`src/tcm_defines.vh`:
```
`ifndef TCM_DEFINES_VH
`define TCM_DEFINES_VH

// Register byte offsets
`define TCM_OFF_CTRL      12'h000
`define TCM_OFF_STATUS    12'h004
`define TCM_OFF_IRQ_STAT  12'h008
`define TCM_OFF_IRQ_EN    12'h00C
`define TCM_OFF_IRQ_CLR   12'h010
`define TCM_OFF_ENERGY_A  12'h014
`define TCM_OFF_ENERGY_B  12'h018

// Control fields
`define TCM_CTRL_ENABLE   0
`define TCM_CTRL_THRESH   1
`define TCM_CTRL_STANDA   2
`define TCM_CTRL_RESET    8'h00

// Status fields
`define TCM_ST_TAMPER     0
`define TCM_ST_SECONDARY  1
`define TCM_ST_FREEZE     2
`define TCM_ST_DISABLED   3

// Interrupt event bits
`define TCM_EV_ENTER      0
`define TCM_EV_LEAVE      1
`define TCM_EV_RESULT     2
`define TCM_EV_SWAP       3

// Window timing in line periods
`define TCM_WIN_LEN       7'd64
`define TCM_T_FREEZE      7'd24
`define TCM_T_SAMPLE_B    7'd28
`define TCM_T_SAMPLE_BEND 7'd32
`define TCM_T_SAMPLE_A    7'd36
`define TCM_T_SAMPLE_AEND 7'd40
`define TCM_T_TAMP_SHORT  7'd8
`define TCM_CONSEC_NEED   3'd4

`endif

```
`src/tcm_monitor.v`:
```
// Contract
// - In anti-tamper mode compare live and neutral active energies.
// - Criterion: |A-B| above fraction of mean; select bit picks 12.5% or 6.25%.
// - Opposite signs mean tamper always, yet larger power channel chosen.
// - Line band error, stuck stream or no load disable logic, force normal.
// - After reset: normal state, primary channel for final integration.
// - Checking windows last sixty-four line periods.
// - At period 24 select secondary and freeze primary values.
// - Next sixteen periods final energy uses the frozen values.
// - Four periods after freeze, integrate secondary sample for four periods.
// - Four periods later return to primary and integrate primary sample.
// - From both samples evaluate criterion and pick higher current channel.
// - Tamper state entered only after four consecutive criterion results.
// - In tamper the multiplex ratio is 56:8 or 8:56 by larger energy.
// - Status flag reads one while tamper detected, zero otherwise.
// - In standalone mode tamper flag also drives the serial output pin.
// - Line periods are delimited by falling edges of the line trend.
// - No-load flag suspends integration and disables tamper logic.
// - Channel select status reads one for secondary, zero for primary.
//
// The register addresses and the APB interface to the registers were decided locally.
`include "tcm_defines.vh"
`timescale 1ns/1ns
`default_nettype none

module tcm_monitor #(
	parameter EW = 24
) (
	// APB
	input  wire          pclk,
	input  wire          presetn,
	input  wire          psel,
	input  wire          penable,
	input  wire          pwrite,
	input  wire [11:0]   paddr,
	input  wire [31:0]   pwdata,
	output reg  [31:0]   prdata,
	output wire          pready,
	output wire          pslverr,
	// Front end
	input  wire          line_trend,
	input  wire          line_band_error,
	input  wire          stream_stuck,
	input  wire          no_load_flag,
	input  wire          power_valid,
	input  wire [EW-1:0] power_sample,
	// Outputs to datapath and pins
	output reg           secondary_channel_select,
	output reg           primary_value_freeze,
	output reg           final_use_secondary,
	output reg           integrate_enable,
	output reg           standalone_serial_out,
	output wire          irq
);

////////////////////////////////////////////////////////////////////////////////
// Pin synchronisers
reg [1:0] trend_s_q;
reg [1:0] band_s_q;
reg [1:0] stuck_s_q;
reg [1:0] load_s_q;
reg       trend_prev_q;

always @(posedge pclk or negedge presetn)
begin
	if (!presetn)
	begin
		trend_s_q    <= 2'h0;
		band_s_q     <= 2'h0;
		stuck_s_q    <= 2'h0;
		load_s_q     <= 2'h0;
		trend_prev_q <= 1'b0;
	end
	else
	begin
		trend_s_q    <= {trend_s_q[0], line_trend};
		band_s_q     <= {band_s_q[0], line_band_error};
		stuck_s_q    <= {stuck_s_q[0], stream_stuck};
		load_s_q     <= {load_s_q[0], no_load_flag};
		trend_prev_q <= trend_s_q[1];
	end
end

// Falling edge of the trend closes one line period
wire period_tick = trend_prev_q & ~trend_s_q[1];

////////////////////////////////////////////////////////////////////////////////
// Registers
reg  [7:0] ctrl_q;
reg  [3:0] irq_stat_q;
reg  [3:0] irq_en_q;
wire       wr_en = psel & penable & pwrite;
wire       enable_q = ctrl_q[`TCM_CTRL_ENABLE];
wire       disabled = band_s_q[1] | stuck_s_q[1] | load_s_q[1] | ~enable_q;
wire       addr_ok = (paddr == `TCM_OFF_CTRL) | (paddr == `TCM_OFF_STATUS)
			| (paddr == `TCM_OFF_IRQ_STAT) | (paddr == `TCM_OFF_IRQ_EN)
			| (paddr == `TCM_OFF_IRQ_CLR) | (paddr == `TCM_OFF_ENERGY_A)
			| (paddr == `TCM_OFF_ENERGY_B);

assign pready  = 1'b1;
assign pslverr = psel & penable & ~addr_ok;
assign irq     = |(irq_stat_q & irq_en_q);

////////////////////////////////////////////////////////////////////////////////
// Tamper state
reg  [6:0]    win_cnt_q;
reg           tamper_q;
reg  [2:0]    consec_q;
reg  signed [EW+7:0] acc_q;
reg  signed [EW+7:0] samp_b_q;
reg  signed [EW+7:0] samp_a_q;
reg           eval_q;

// Phase decode in line periods within the window
wire [6:0] t_sel  = tamper_q ? `TCM_T_TAMP_SHORT : (`TCM_T_SAMPLE_AEND - `TCM_T_FREEZE);
wire       in_gap = (win_cnt_q >= `TCM_T_FREEZE) &&
			(win_cnt_q < `TCM_T_FREEZE + t_sel);
wire       in_b   = (win_cnt_q >= `TCM_T_SAMPLE_B) && (win_cnt_q < `TCM_T_SAMPLE_BEND);
wire       in_a   = (win_cnt_q >= `TCM_T_SAMPLE_A) && (win_cnt_q < `TCM_T_SAMPLE_AEND);

// Criterion on the two samples
wire signed [EW+8:0] diff  = {samp_a_q[EW+7], samp_a_q} - {samp_b_q[EW+7], samp_b_q};
wire signed [EW+8:0] sum   = {samp_a_q[EW+7], samp_a_q} + {samp_b_q[EW+7], samp_b_q};
wire        [EW+8:0] adiff = diff[EW+8] ? -diff : diff;
wire        [EW+8:0] asum  = sum[EW+8] ? -sum : sum;
// Fraction of mean: 1/16 or 1/32 of the sum
wire        [EW+8:0] lim   = ctrl_q[`TCM_CTRL_THRESH] ? (asum >> 5) : (asum >> 4);
wire        opp     = samp_a_q[EW+7] ^ samp_b_q[EW+7];
wire        tamper_threshold_select    = opp | (adiff > lim);
wire [EW+7:0] mag_a = samp_a_q[EW+7] ? -samp_a_q : samp_a_q;
wire [EW+7:0] mag_b = samp_b_q[EW+7] ? -samp_b_q : samp_b_q;
// Sample A is the channel in final use, B the other one
wire        other_bigger = mag_b > mag_a;

////////////////////////////////////////////////////////////////////////////////
// Result decode
// Tamper is taken on the fourth result in a row, or kept while already in it
wire       take_tamper = tamper_threshold_select & ((consec_q == `TCM_CONSEC_NEED - 3'd1) | tamper_q);
// Swap only on a tamper result and only toward the larger channel
wire       swap_now    = eval_q & take_tamper & other_bigger;
// Final channel after this edge; the select outputs follow it in the same edge,
// so modulator and final integrator never disagree outside the gap
wire       final_next  = ~disabled & (final_use_secondary ^ swap_now);
// Sample slot strobes at the end of the last period of a slot
wire       close_b     = period_tick & (win_cnt_q == `TCM_T_SAMPLE_BEND - 7'd1);
wire       close_a     = period_tick & (win_cnt_q == `TCM_T_SAMPLE_AEND - 7'd1);
// Window counter wraps every 64 line periods
wire [6:0] win_cnt_d   = (win_cnt_q == `TCM_WIN_LEN - 7'd1) ? 7'h00 : win_cnt_q + 7'd1;

////////////////////////////////////////////////////////////////////////////////
// Window counter, restarted while the logic is disabled
always @(posedge pclk or negedge presetn)
begin
	if (!presetn)
		win_cnt_q <= 7'h00;
	else if (disabled)
		win_cnt_q <= 7'h00;
	else if (period_tick)
		win_cnt_q <= win_cnt_d;
end

////////////////////////////////////////////////////////////////////////////////
// Accumulator and the two tamper samples
// A power sample on the closing edge is dropped; the loss is one part in forty
// and falls on both samples alike, so the criterion is not biased
always @(posedge pclk or negedge presetn)
begin
	if (!presetn)
	begin
		acc_q    <= {(EW+8){1'b0}};
		samp_b_q <= {(EW+8){1'b0}};
		samp_a_q <= {(EW+8){1'b0}};
	end
	else if (disabled)
		acc_q <= {(EW+8){1'b0}};
	else if (close_b)
	begin
		samp_b_q <= acc_q;
		acc_q    <= {(EW+8){1'b0}};
	end
	else if (close_a)
	begin
		samp_a_q <= acc_q;
		acc_q    <= {(EW+8){1'b0}};
	end
	else if (power_valid && (in_a || in_b))
		acc_q <= acc_q + {{8{power_sample[EW-1]}}, power_sample};
end

////////////////////////////////////////////////////////////////////////////////
// Result strobe and tamper decision
// The samples keep their last values while disabled, so a read still shows them
always @(posedge pclk or negedge presetn)
begin
	if (!presetn)
	begin
		eval_q              <= 1'b0;
		tamper_q            <= 1'b0;
		consec_q            <= 3'h0;
		final_use_secondary <= 1'b0;
	end
	else if (disabled)
	begin
		eval_q              <= 1'b0;
		tamper_q            <= 1'b0;
		consec_q            <= 3'h0;
		final_use_secondary <= 1'b0;
	end
	else
	begin
		// Pair complete one clock after the primary sample closes
		eval_q              <= close_a;
		final_use_secondary <= final_next;
		if (eval_q)
		begin
			if (tamper_threshold_select)
			begin
				if (take_tamper)
					tamper_q <= 1'b1;
				// Saturate so a long tamper run cannot wrap back to zero
				if (consec_q != `TCM_CONSEC_NEED)
					consec_q <= consec_q + 3'd1;
			end
			else
			begin
				// First clean result leaves tamper
				consec_q <= 3'h0;
				tamper_q <= 1'b0;
			end
		end
	end
end

////////////////////////////////////////////////////////////////////////////////
// Select and freeze outputs, mirrored when secondary is in final use
always @(posedge pclk or negedge presetn)
begin
	if (!presetn)
	begin
		secondary_channel_select <= 1'b0;
		primary_value_freeze     <= 1'b0;
	end
	else
	begin
		// Other channel routed to the modulator during the gap until the primary sample slot, final one otherwise
		secondary_channel_select <= ~disabled & (final_next ^ (in_gap & ~in_a));
		primary_value_freeze     <= ~disabled & in_gap;
	end
end

////////////////////////////////////////////////////////////////////////////////
// Integration gate and standalone pin
always @(posedge pclk or negedge presetn)
begin
	if (!presetn)
	begin
		integrate_enable      <= 1'b0;
		standalone_serial_out <= 1'b0;
	end
	else
	begin
		// No load stops integration at once, independent of the enable bit
		integrate_enable      <= ~load_s_q[1];
		standalone_serial_out <= ctrl_q[`TCM_CTRL_STANDA] & tamper_q;
	end
end

////////////////////////////////////////////////////////////////////////////////
// Register writes and event capture
reg        tamper_prev_q;
reg        sel_prev_q;
// Write strobes, one per writable register, taken in the access phase
wire       wr_ctrl   = wr_en & (paddr == `TCM_OFF_CTRL);
wire       wr_irq_en = wr_en & (paddr == `TCM_OFF_IRQ_EN);
wire       wr_clr    = wr_en & (paddr == `TCM_OFF_IRQ_CLR);
// Event strobes, one clock each
wire       ev_enter  = ~tamper_prev_q & tamper_q;
wire       ev_leave  = tamper_prev_q & ~tamper_q;
wire       ev_swap   = final_use_secondary ^ sel_prev_q;
wire [3:0] events    = {ev_swap, eval_q, ev_leave, ev_enter};
wire [3:0] clr       = wr_clr ? pwdata[3:0] : 4'h0;

// Control and interrupt enable registers
always @(posedge pclk or negedge presetn)
begin
	if (!presetn)
	begin
		ctrl_q   <= `TCM_CTRL_RESET;
		irq_en_q <= 4'h0;
	end
	else
	begin
		if (wr_ctrl)
			ctrl_q <= pwdata[7:0];
		if (wr_irq_en)
			irq_en_q <= pwdata[3:0];
	end
end

// Edge history for the event strobes
always @(posedge pclk or negedge presetn)
begin
	if (!presetn)
	begin
		tamper_prev_q <= 1'b0;
		sel_prev_q    <= 1'b0;
	end
	else
	begin
		tamper_prev_q <= tamper_q;
		sel_prev_q    <= final_use_secondary;
	end
end

// Sticky status; an event in the clearing cycle survives the clear
always @(posedge pclk or negedge presetn)
begin
	if (!presetn)
		irq_stat_q <= 4'h0;
	else
		irq_stat_q <= (irq_stat_q & ~clr) | events;
end

////////////////////////////////////////////////////////////////////////////////
// Read mux, registered data at the access phase
always @(posedge pclk or negedge presetn)
begin
	if (!presetn)
		prdata <= 32'h0;
	else if (psel && !penable && !pwrite)
	begin
		case (paddr)
		`TCM_OFF_CTRL:     prdata <= {24'h0, ctrl_q};
		`TCM_OFF_STATUS:   prdata <= {28'h0, disabled, primary_value_freeze,
					final_use_secondary, tamper_q};
		`TCM_OFF_IRQ_STAT: prdata <= {28'h0, irq_stat_q};
		`TCM_OFF_IRQ_EN:   prdata <= {28'h0, irq_en_q};
		`TCM_OFF_ENERGY_A: prdata <= samp_a_q[31:0];
		`TCM_OFF_ENERGY_B: prdata <= samp_b_q[31:0];
		default:           prdata <= 32'h0;
		endcase
	end
end

endmodule
`default_nettype wire

```
`config.mk`:
```
export PLATFORM = sky130hd
export DESIGN_NAME = tcm_monitor
export DESIGN_NICKNAME = d
export VERILOG_FILES = /design/src/tcm_monitor.v
export VERILOG_INCLUDE_DIRS = /design/src
export SDC_FILE = /design/constraint.sdc
export NUM_CORES = 1
export LEC_CHECK = 0
export ABC_AREA = 1
export BUFFER_PORTS_ARGS = -buffer_cell sky130_fd_sc_hd__buf_2
export CAP_MARGIN = 30
export CORE_ASPECT_RATIO = 0.75
export CORE_UTILIZATION = 42
export CTS_BUF_LIST = sky130_fd_sc_hd__clkbuf_2
export DETAILED_ROUTE_END_ITERATION = 7
export REMOVE_ABC_BUFFERS = 1
export SYNTH_ARGS = -nofsm -noshare
export SYNTH_HDL_FRONTEND = slang
export SYNTH_SLANG_ARGS = --single-unit
```
`constraint.sdc`:
```
create_clock -name pclk -period 6.48 [get_ports pclk]
set_input_delay 0.324 -clock pclk [delete_from_list [all_inputs] [get_ports pclk]]
set_output_delay 0.324 -clock pclk [all_outputs]
set_load 0.1 [all_outputs]
```
* After elaboration in Yosys (flattened, before gate mapping) *
Index checks and enable logic that the tools add are counted.

storage, ports and cells
  register bits = 172
  bits of input ports = 78
  output and inout port bits = 40
  word-level logic and storage cells = 144

operators by class
  $add $sub $neg = 10
  order comparisons = 8
  equal/unequal tests = 13
  muxes and demuxes = 25
  bitwise gates (word level) = 47
  reduce and logical (&&, ||, !) cells = 18

operators by type and width
  operator                                                                count
  32-bit two-way mux                                                      6
  32-bit case mux with 6 select lines                                     1
  33-bit two-way mux                                                      2
  33-bit negation                                                         2
  32-bit negation                                                         2
  12-bit by 5-bit equality test with 1-bit output, second input constant  3
  32-bit by 32-bit adder with 33-bit output                               1
  33-bit by 29-bit greater-than comparator with 1-bit output              1
  32-bit by 32-bit subtractor with 33-bit output                          1
  32-bit adder                                                            1
  32-bit greater-than comparator                                          1
  29-bit two-way mux                                                      1
  12-bit by 4-bit equality test with 1-bit output, second input constant  2
  7-bit two-way mux                                                       3
  1-bit bitwise AND                                                       19
  7-bit by 6-bit equality test with 1-bit output, second input constant   2
  7-bit by 5-bit >= comparator with 1-bit output, second input constant   2
  7-bit by 6-bit < comparator with 1-bit output, second input constant    2
  12-bit by 3-bit equality test with 1-bit output, second input constant  1
  12-bit zero test                                                        1
  3-bit two-way mux                                                       4
  1-bit OR                                                                11
  1-bit inverter                                                          9
  4-bit bitwise AND                                                       2
  23 further kinds                                                        41

* Longest topological paths before layout *
  word-level depth = 13
  depth in mapped cells = 44
  mapped depth without buffers = 43

* Least setup slack after synthesis *
Ideal clock, no wire load.

  path kind = input -> output
  start = input port paddr[7]
  end = output port pslverr
  arrival = 5417 ps
  required time = 6156 ps
  path slack = 739 ps
  stages = 10
  buffers on the path = 0
  cells stage by stage = nor2_1 > inv_1 > nor2_1 > inv_1 > nor3_1 > inv_1 > nor2_1 > inv_1 > o21ai_0 > a2111oi_0

between the ends
  longest elaborated chain between the ends = 9
  elaborated cells on any way between the ends = 15
  those cells by class = eq/ne (6); bitwise (8); reduce/logical (1)

ends and longest elaborated chain
  item                                                                                 line               RTL
  start: declaration                                                                   tcm_monitor.v:35   input wire [11:0] paddr,
  12-bit by 3-bit equality test with 1-bit output or 12-bit zero test (tied branches)  n/a
  1-bit OR (5 in a row)                                                                tcm_monitor.v:95   wire addr_ok = (paddr == `TCM_OFF_CTRL) | (paddr == `TCM_OFF_STATUS)
  1-bit OR (*)                                                                         tcm_monitor.v:95
  1-bit inverter (*)                                                                   tcm_monitor.v:101  assign pslverr = psel & penable & ~addr_ok;
  1-bit bitwise AND (*)                                                                tcm_monitor.v:101
  end: declaration                                                                     tcm_monitor.v:39   output wire pslverr,

Every way passes the cells marked *; elsewhere a longest branch is shown, timed or not.

* Worst setup path after layout *
  start = register samp_a_q[0]
  end = register consec_q[0]

between the ends
  longest elaborated chain between the ends = 9
  elaborated cells on any way between the ends = 14
  those cells by class = add/sub (4); order compare (1); eq/ne (1); mux (6); bitwise (1); reduce/logical (1)

ends and longest elaborated chain
  item                                                            line               RTL
  start: declaration                                              tcm_monitor.v:111  reg signed [EW+7:0] samp_a_q;
  start signal: assignment                                        tcm_monitor.v:172  samp_a_q <= {(EW+8){1'b0}};
  start signal: assignment                                        tcm_monitor.v:183  samp_a_q <= acc_q;
  32-bit by 32-bit adder with 33-bit output                       tcm_monitor.v:123  wire signed [EW+8:0] sum = {samp_a_q[EW+7], samp_a_q} + {samp_b_q[EW+7], samp_b_q};
  33-bit negation                                                 tcm_monitor.v:125  wire [EW+8:0] asum = sum[EW+8] ? -sum : sum;
  33-bit two-way mux                                              tcm_monitor.v:125
  29-bit two-way mux                                              tcm_monitor.v:127  wire [EW+8:0] lim = ctrl_q[`TCM_CTRL_THRESH] ? (asum >> 5) : (asum >> 4);
  33-bit by 29-bit greater-than comparator with 1-bit output (*)  tcm_monitor.v:129  wire tamper_threshold_select = opp | (adiff > lim);
  1-bit OR (*)                                                    tcm_monitor.v:129
  3-bit two-way mux                                               tcm_monitor.v:216  if (tamper_threshold_select)
  3-bit two-way mux                                               tcm_monitor.v:214  if (eval_q)
  3-bit two-way mux                                               tcm_monitor.v:202  else if (disabled)
  end signal: assignment                                          tcm_monitor.v:222  consec_q <= consec_q + 3'd1;
  end: declaration                                                tcm_monitor.v:108  reg [2:0] consec_q;

Every way passes the cells marked *; elsewhere a longest branch is shown, timed or not. The select of a mux whose other input is x is not followed.
A chain may end at the register's enable or synchronous reset.

==> qor.txt <==
CTS root buf: clkbuf_2
post-synthesis register bit count: 172
Routed Antenna Nets: 0
Final min period: 6.01 ns
CORE AREA: 42400 sq um
Max VDD drop: 0.000102 V
Place WS: 0.573 ns
Clock Tree Buf Depth: 2
Distinct cells, synth: 66
worst r2r src: samp_a_q[0]$_DFFE_PN0P_
critical path's slowest cell: dfrtp_1
pin count of the biggest net entering global routing: 113
CP endpoint kind: register
part of the cycle the worst path needs: 92.7%
Worst setup SP type: register
DIE HEIGHT: 182 microns
Crit Path Max Fanout: 5
clk_lat worst skew: 0.83 ns
Hold Path Origin: line_band_error
TritonCTS Buffers: 17
CP required: 7.24 ns
Sink Count: 172
ys async rst share: 100%
Syn Area/Cell: 6.42 sq um
post-synthesis instance area: 18200 sq um
TritonCTS clock tree: built
Rows: 65
sequential share of the synthesized area: 23.7%
commonest non-fill, non-tap cells in the layout: nand2_1, inv_1, nor2_1
synth warn: 0
chip width: 242 microns
reg-to-reg slack, setup: 0.47 ns
Congestion Overflow GR: 0
EDFF count, synth: 0
GRT Overall Usage: 27.2%
post-synth top area share: 23.7%
slowest cell delay on critical path: 0.65 ns
Slew @ Worst Pin: 0.998 ns
combinational family with the most area after synthesis: simple AND/OR/NAND/NOR gates
Main synth FF type: dfrtp_1
fin area: 20200 sq um
Synth area leader: dfrtp_1
Highest Signal Layer: met4
fin nets: 3209
met2 wire len: 25.5 mm
I/O Buffers: 92
gpl congestion: 0.983
Max-Cap Viols: 0
Max Clock Skew: 0.0660 ns
status: completed
metal3 WL: 4.43 mm
vias per inst: 5.24
Initial DRC Count: 1469
full die area: 44100 sq um
Synth Area in Adders: 11.6%
Synth-to-Final Area Change: 11.2%
DRC: 0
DP Area: 19300 sq um
# IOs: 118
total negative slack: 0 ns
initial antenna violation count: 2
CP most frequent cell: nand2_1
compound-cell area share of the yosys netlist: 15.0%
simple logic cell fraction of the synthesized area: 32.0%
PwrDens: 93.5 nW/um^2
Worst Setup SP: samp_a_q[0]$_DFFE_PN0P_
drt total wl: 59.9 mm
final max-slew violation count: 0
first-pass GRT wire length: 95.3 mm
Arr. time, crit path: 6.77 ns
Finish-stage setup viols: 0
met1 WL: 29.3 mm
Worst slew margin: 32.9%
CTS clk-pin slew, worst paths: 0.36 ns
via count: 18600
commonest non-fill, non-tap cell in the layout: nand2_1
multiplexer area fraction after synthesis: 0.248%
share of layout cells above drive strength 1: 9.71%
Final Hold Viols: 0
final setup margin: 0.471 ns
WL per Instance: 16.9 microns
worst min-delay path class: in -> reg
Pre-antenna DRT Iters: 5
most area-consuming cells after synthesis: dfrtp_1, nand2_1, ha_1, inv_1, xor2_1
H-tree depth: 4
Layout fillers: 4438
Reg area: 4300 sq um
Mapped Cells: 2830
RSZ-0062 raised after global routing: no
xor and xnor area share after synthesis: 6.58%
initial core utilization: 42.9%
Setup CP Type: reg -> reg
Post-DP HPWL: 49.6 mm
leakage: 11.1 nW
vias in the first global route: 17500
Fmax: 166 MHz
area taken by multi-input logic gates: 11900 sq um
-- power breakdown --
part	internal [W]	total, W	switching [W]	leakage (nW)
Clock	0.000143	0.000642	0.000498	0.160
Sequential	0.00108	0.00109	0.00000444	2.35
Combinational	0.0000525	0.000158	0.000105	8.63
-- layout make-up --
cell class / instances / area share, %
Clock buffer: 17 / 0.421
Inverter: 443 / 8.25
Clock inverter: 15 / 0.935
Antenna cell: 2 / 0.0248
Multi-Input combinational cell: 2150 / 59.0
Timing Repair Buffer: 180 / 6.53
Tap cell: 569 / 3.52
Sequential cell: 172 / 21.3
-- critical path: cells and delay by family (launching register included) --
kind | cells | cell delay, ns
and+or+nand+nor | 23 | 2.86
adders and majority gates | 3 | 1.05
buffers and inverters | 7 | 0.72
DFF | 1 | 0.65
AOI/OAI and AO/OA | 4 | 0.54
xor gates and xnor gates | 1 | 0.13
-- repair_timing --
action | CTS | global route
hold buffers | 49 | 4
setup endpoints to repair | 0 | 5
setup buffers | 0 | 0
hold endpoints to repair | 169 | 13
resized for setup | 0 | 3
-- layer usage --
layer,track usage (%),vias to the layer above
met4,4.08,0
met3,4.96,39
met1,39.5,8658
li1,-,9376
met5,0,-
met2,42.6,518
-- final timing paths --
check	cells past startpoint	end
max in group asynchronous	5	ctrl_q[0]$_DFFE_PN0P_
max	38	consec_q[0]$_DFFE_PN0P_
max reg2reg	38	consec_q[0]$_DFFE_PN0P_
min in group asynchronous	3	prdata[14]$_DFFE_PN0P_
min reg2reg	0	trend_s_q[1]$_DFF_PN0_
min	2	band_s_q[0]$_DFF_PN0_
-- cell families (layout without fill, tap and decap cells) --
kind of cell    after synthesis  in the layout
xor+xnor                    133            133
fa+ha+maj                   167            167
mux                           4              4
compound gates              478            478
flops                       172            172
buf+inv                     508            655
other cells                   1              3
simple gates               1367           1367
-- synth_stat cells (4+ instances only) --
cell      number
nor3_2         4
xor2_1       118
a31oi_1        6
a21oi_2        5
nor2_2        21
nor4_1        14
ha_1         164
buf_4          4
dfrtp_1      172
o22ai_1       48
mux2_2         4
nand3_1      126
buf_1          6
nor2_4         6
buf_2          6
nand2_1      783
buf_6          6
clkbuf_1      43
nand2_2       27
o21bai_1       7
o221ai_1       5
nand3_2        8
inv_2         26
a221oi_1       4
o21ai_2        4
xnor2_1       11
inv_1        413
nand3b_1       5
a21o_1        10
clkinv_1       4
xor2_2         4
nor3_1        46
a21oi_1      151
a21boi_0       5
o21ai_0      195
or2_2          5
nor2_1       271
o21a_1         6
nand4_1       40
-- flip-flops by register name, summed over array words and instances, names as in the netlist --
name,flops
acc_q,32
prdata,32
samp_a_q,32
samp_b_q,32
ctrl_q,8
win_cnt_q,7
irq_en_q,4
irq_stat_q,4
consec_q,3
band_s_q,2
load_s_q,2
stuck_s_q,2
trend_s_q,2
eval_q,1
final_use_secondary,1
integrate_enable,1
primary_value_freeze,1
secondary_channel_select,1
sel_prev_q,1
standalone_serial_out,1
tamper_prev_q,1
tamper_q,1
trend_prev_q,1
-- through the flow --
| step | total power (W) | cells | hold slack [ns] | util, % |
|---|---|---|---|---|
| finish | 0.00189 | 3548 | 0.103 | 47.7 |
| global route | 0.00196 | 3547 | -0.000159 | 47.7 |
| CTS | 0.00190 | 3540 | 0.0166 | 47.4 |
| detailed placement | 0.00124 | 3459 | 0.335 | 45.6 |
| global placement | 0.00124 | 3457 | 0.331 | 45.5 |
| floorplan | 0.00118 | 2765 | 0.0284 | - |
(Power assumes the default switching activity.)
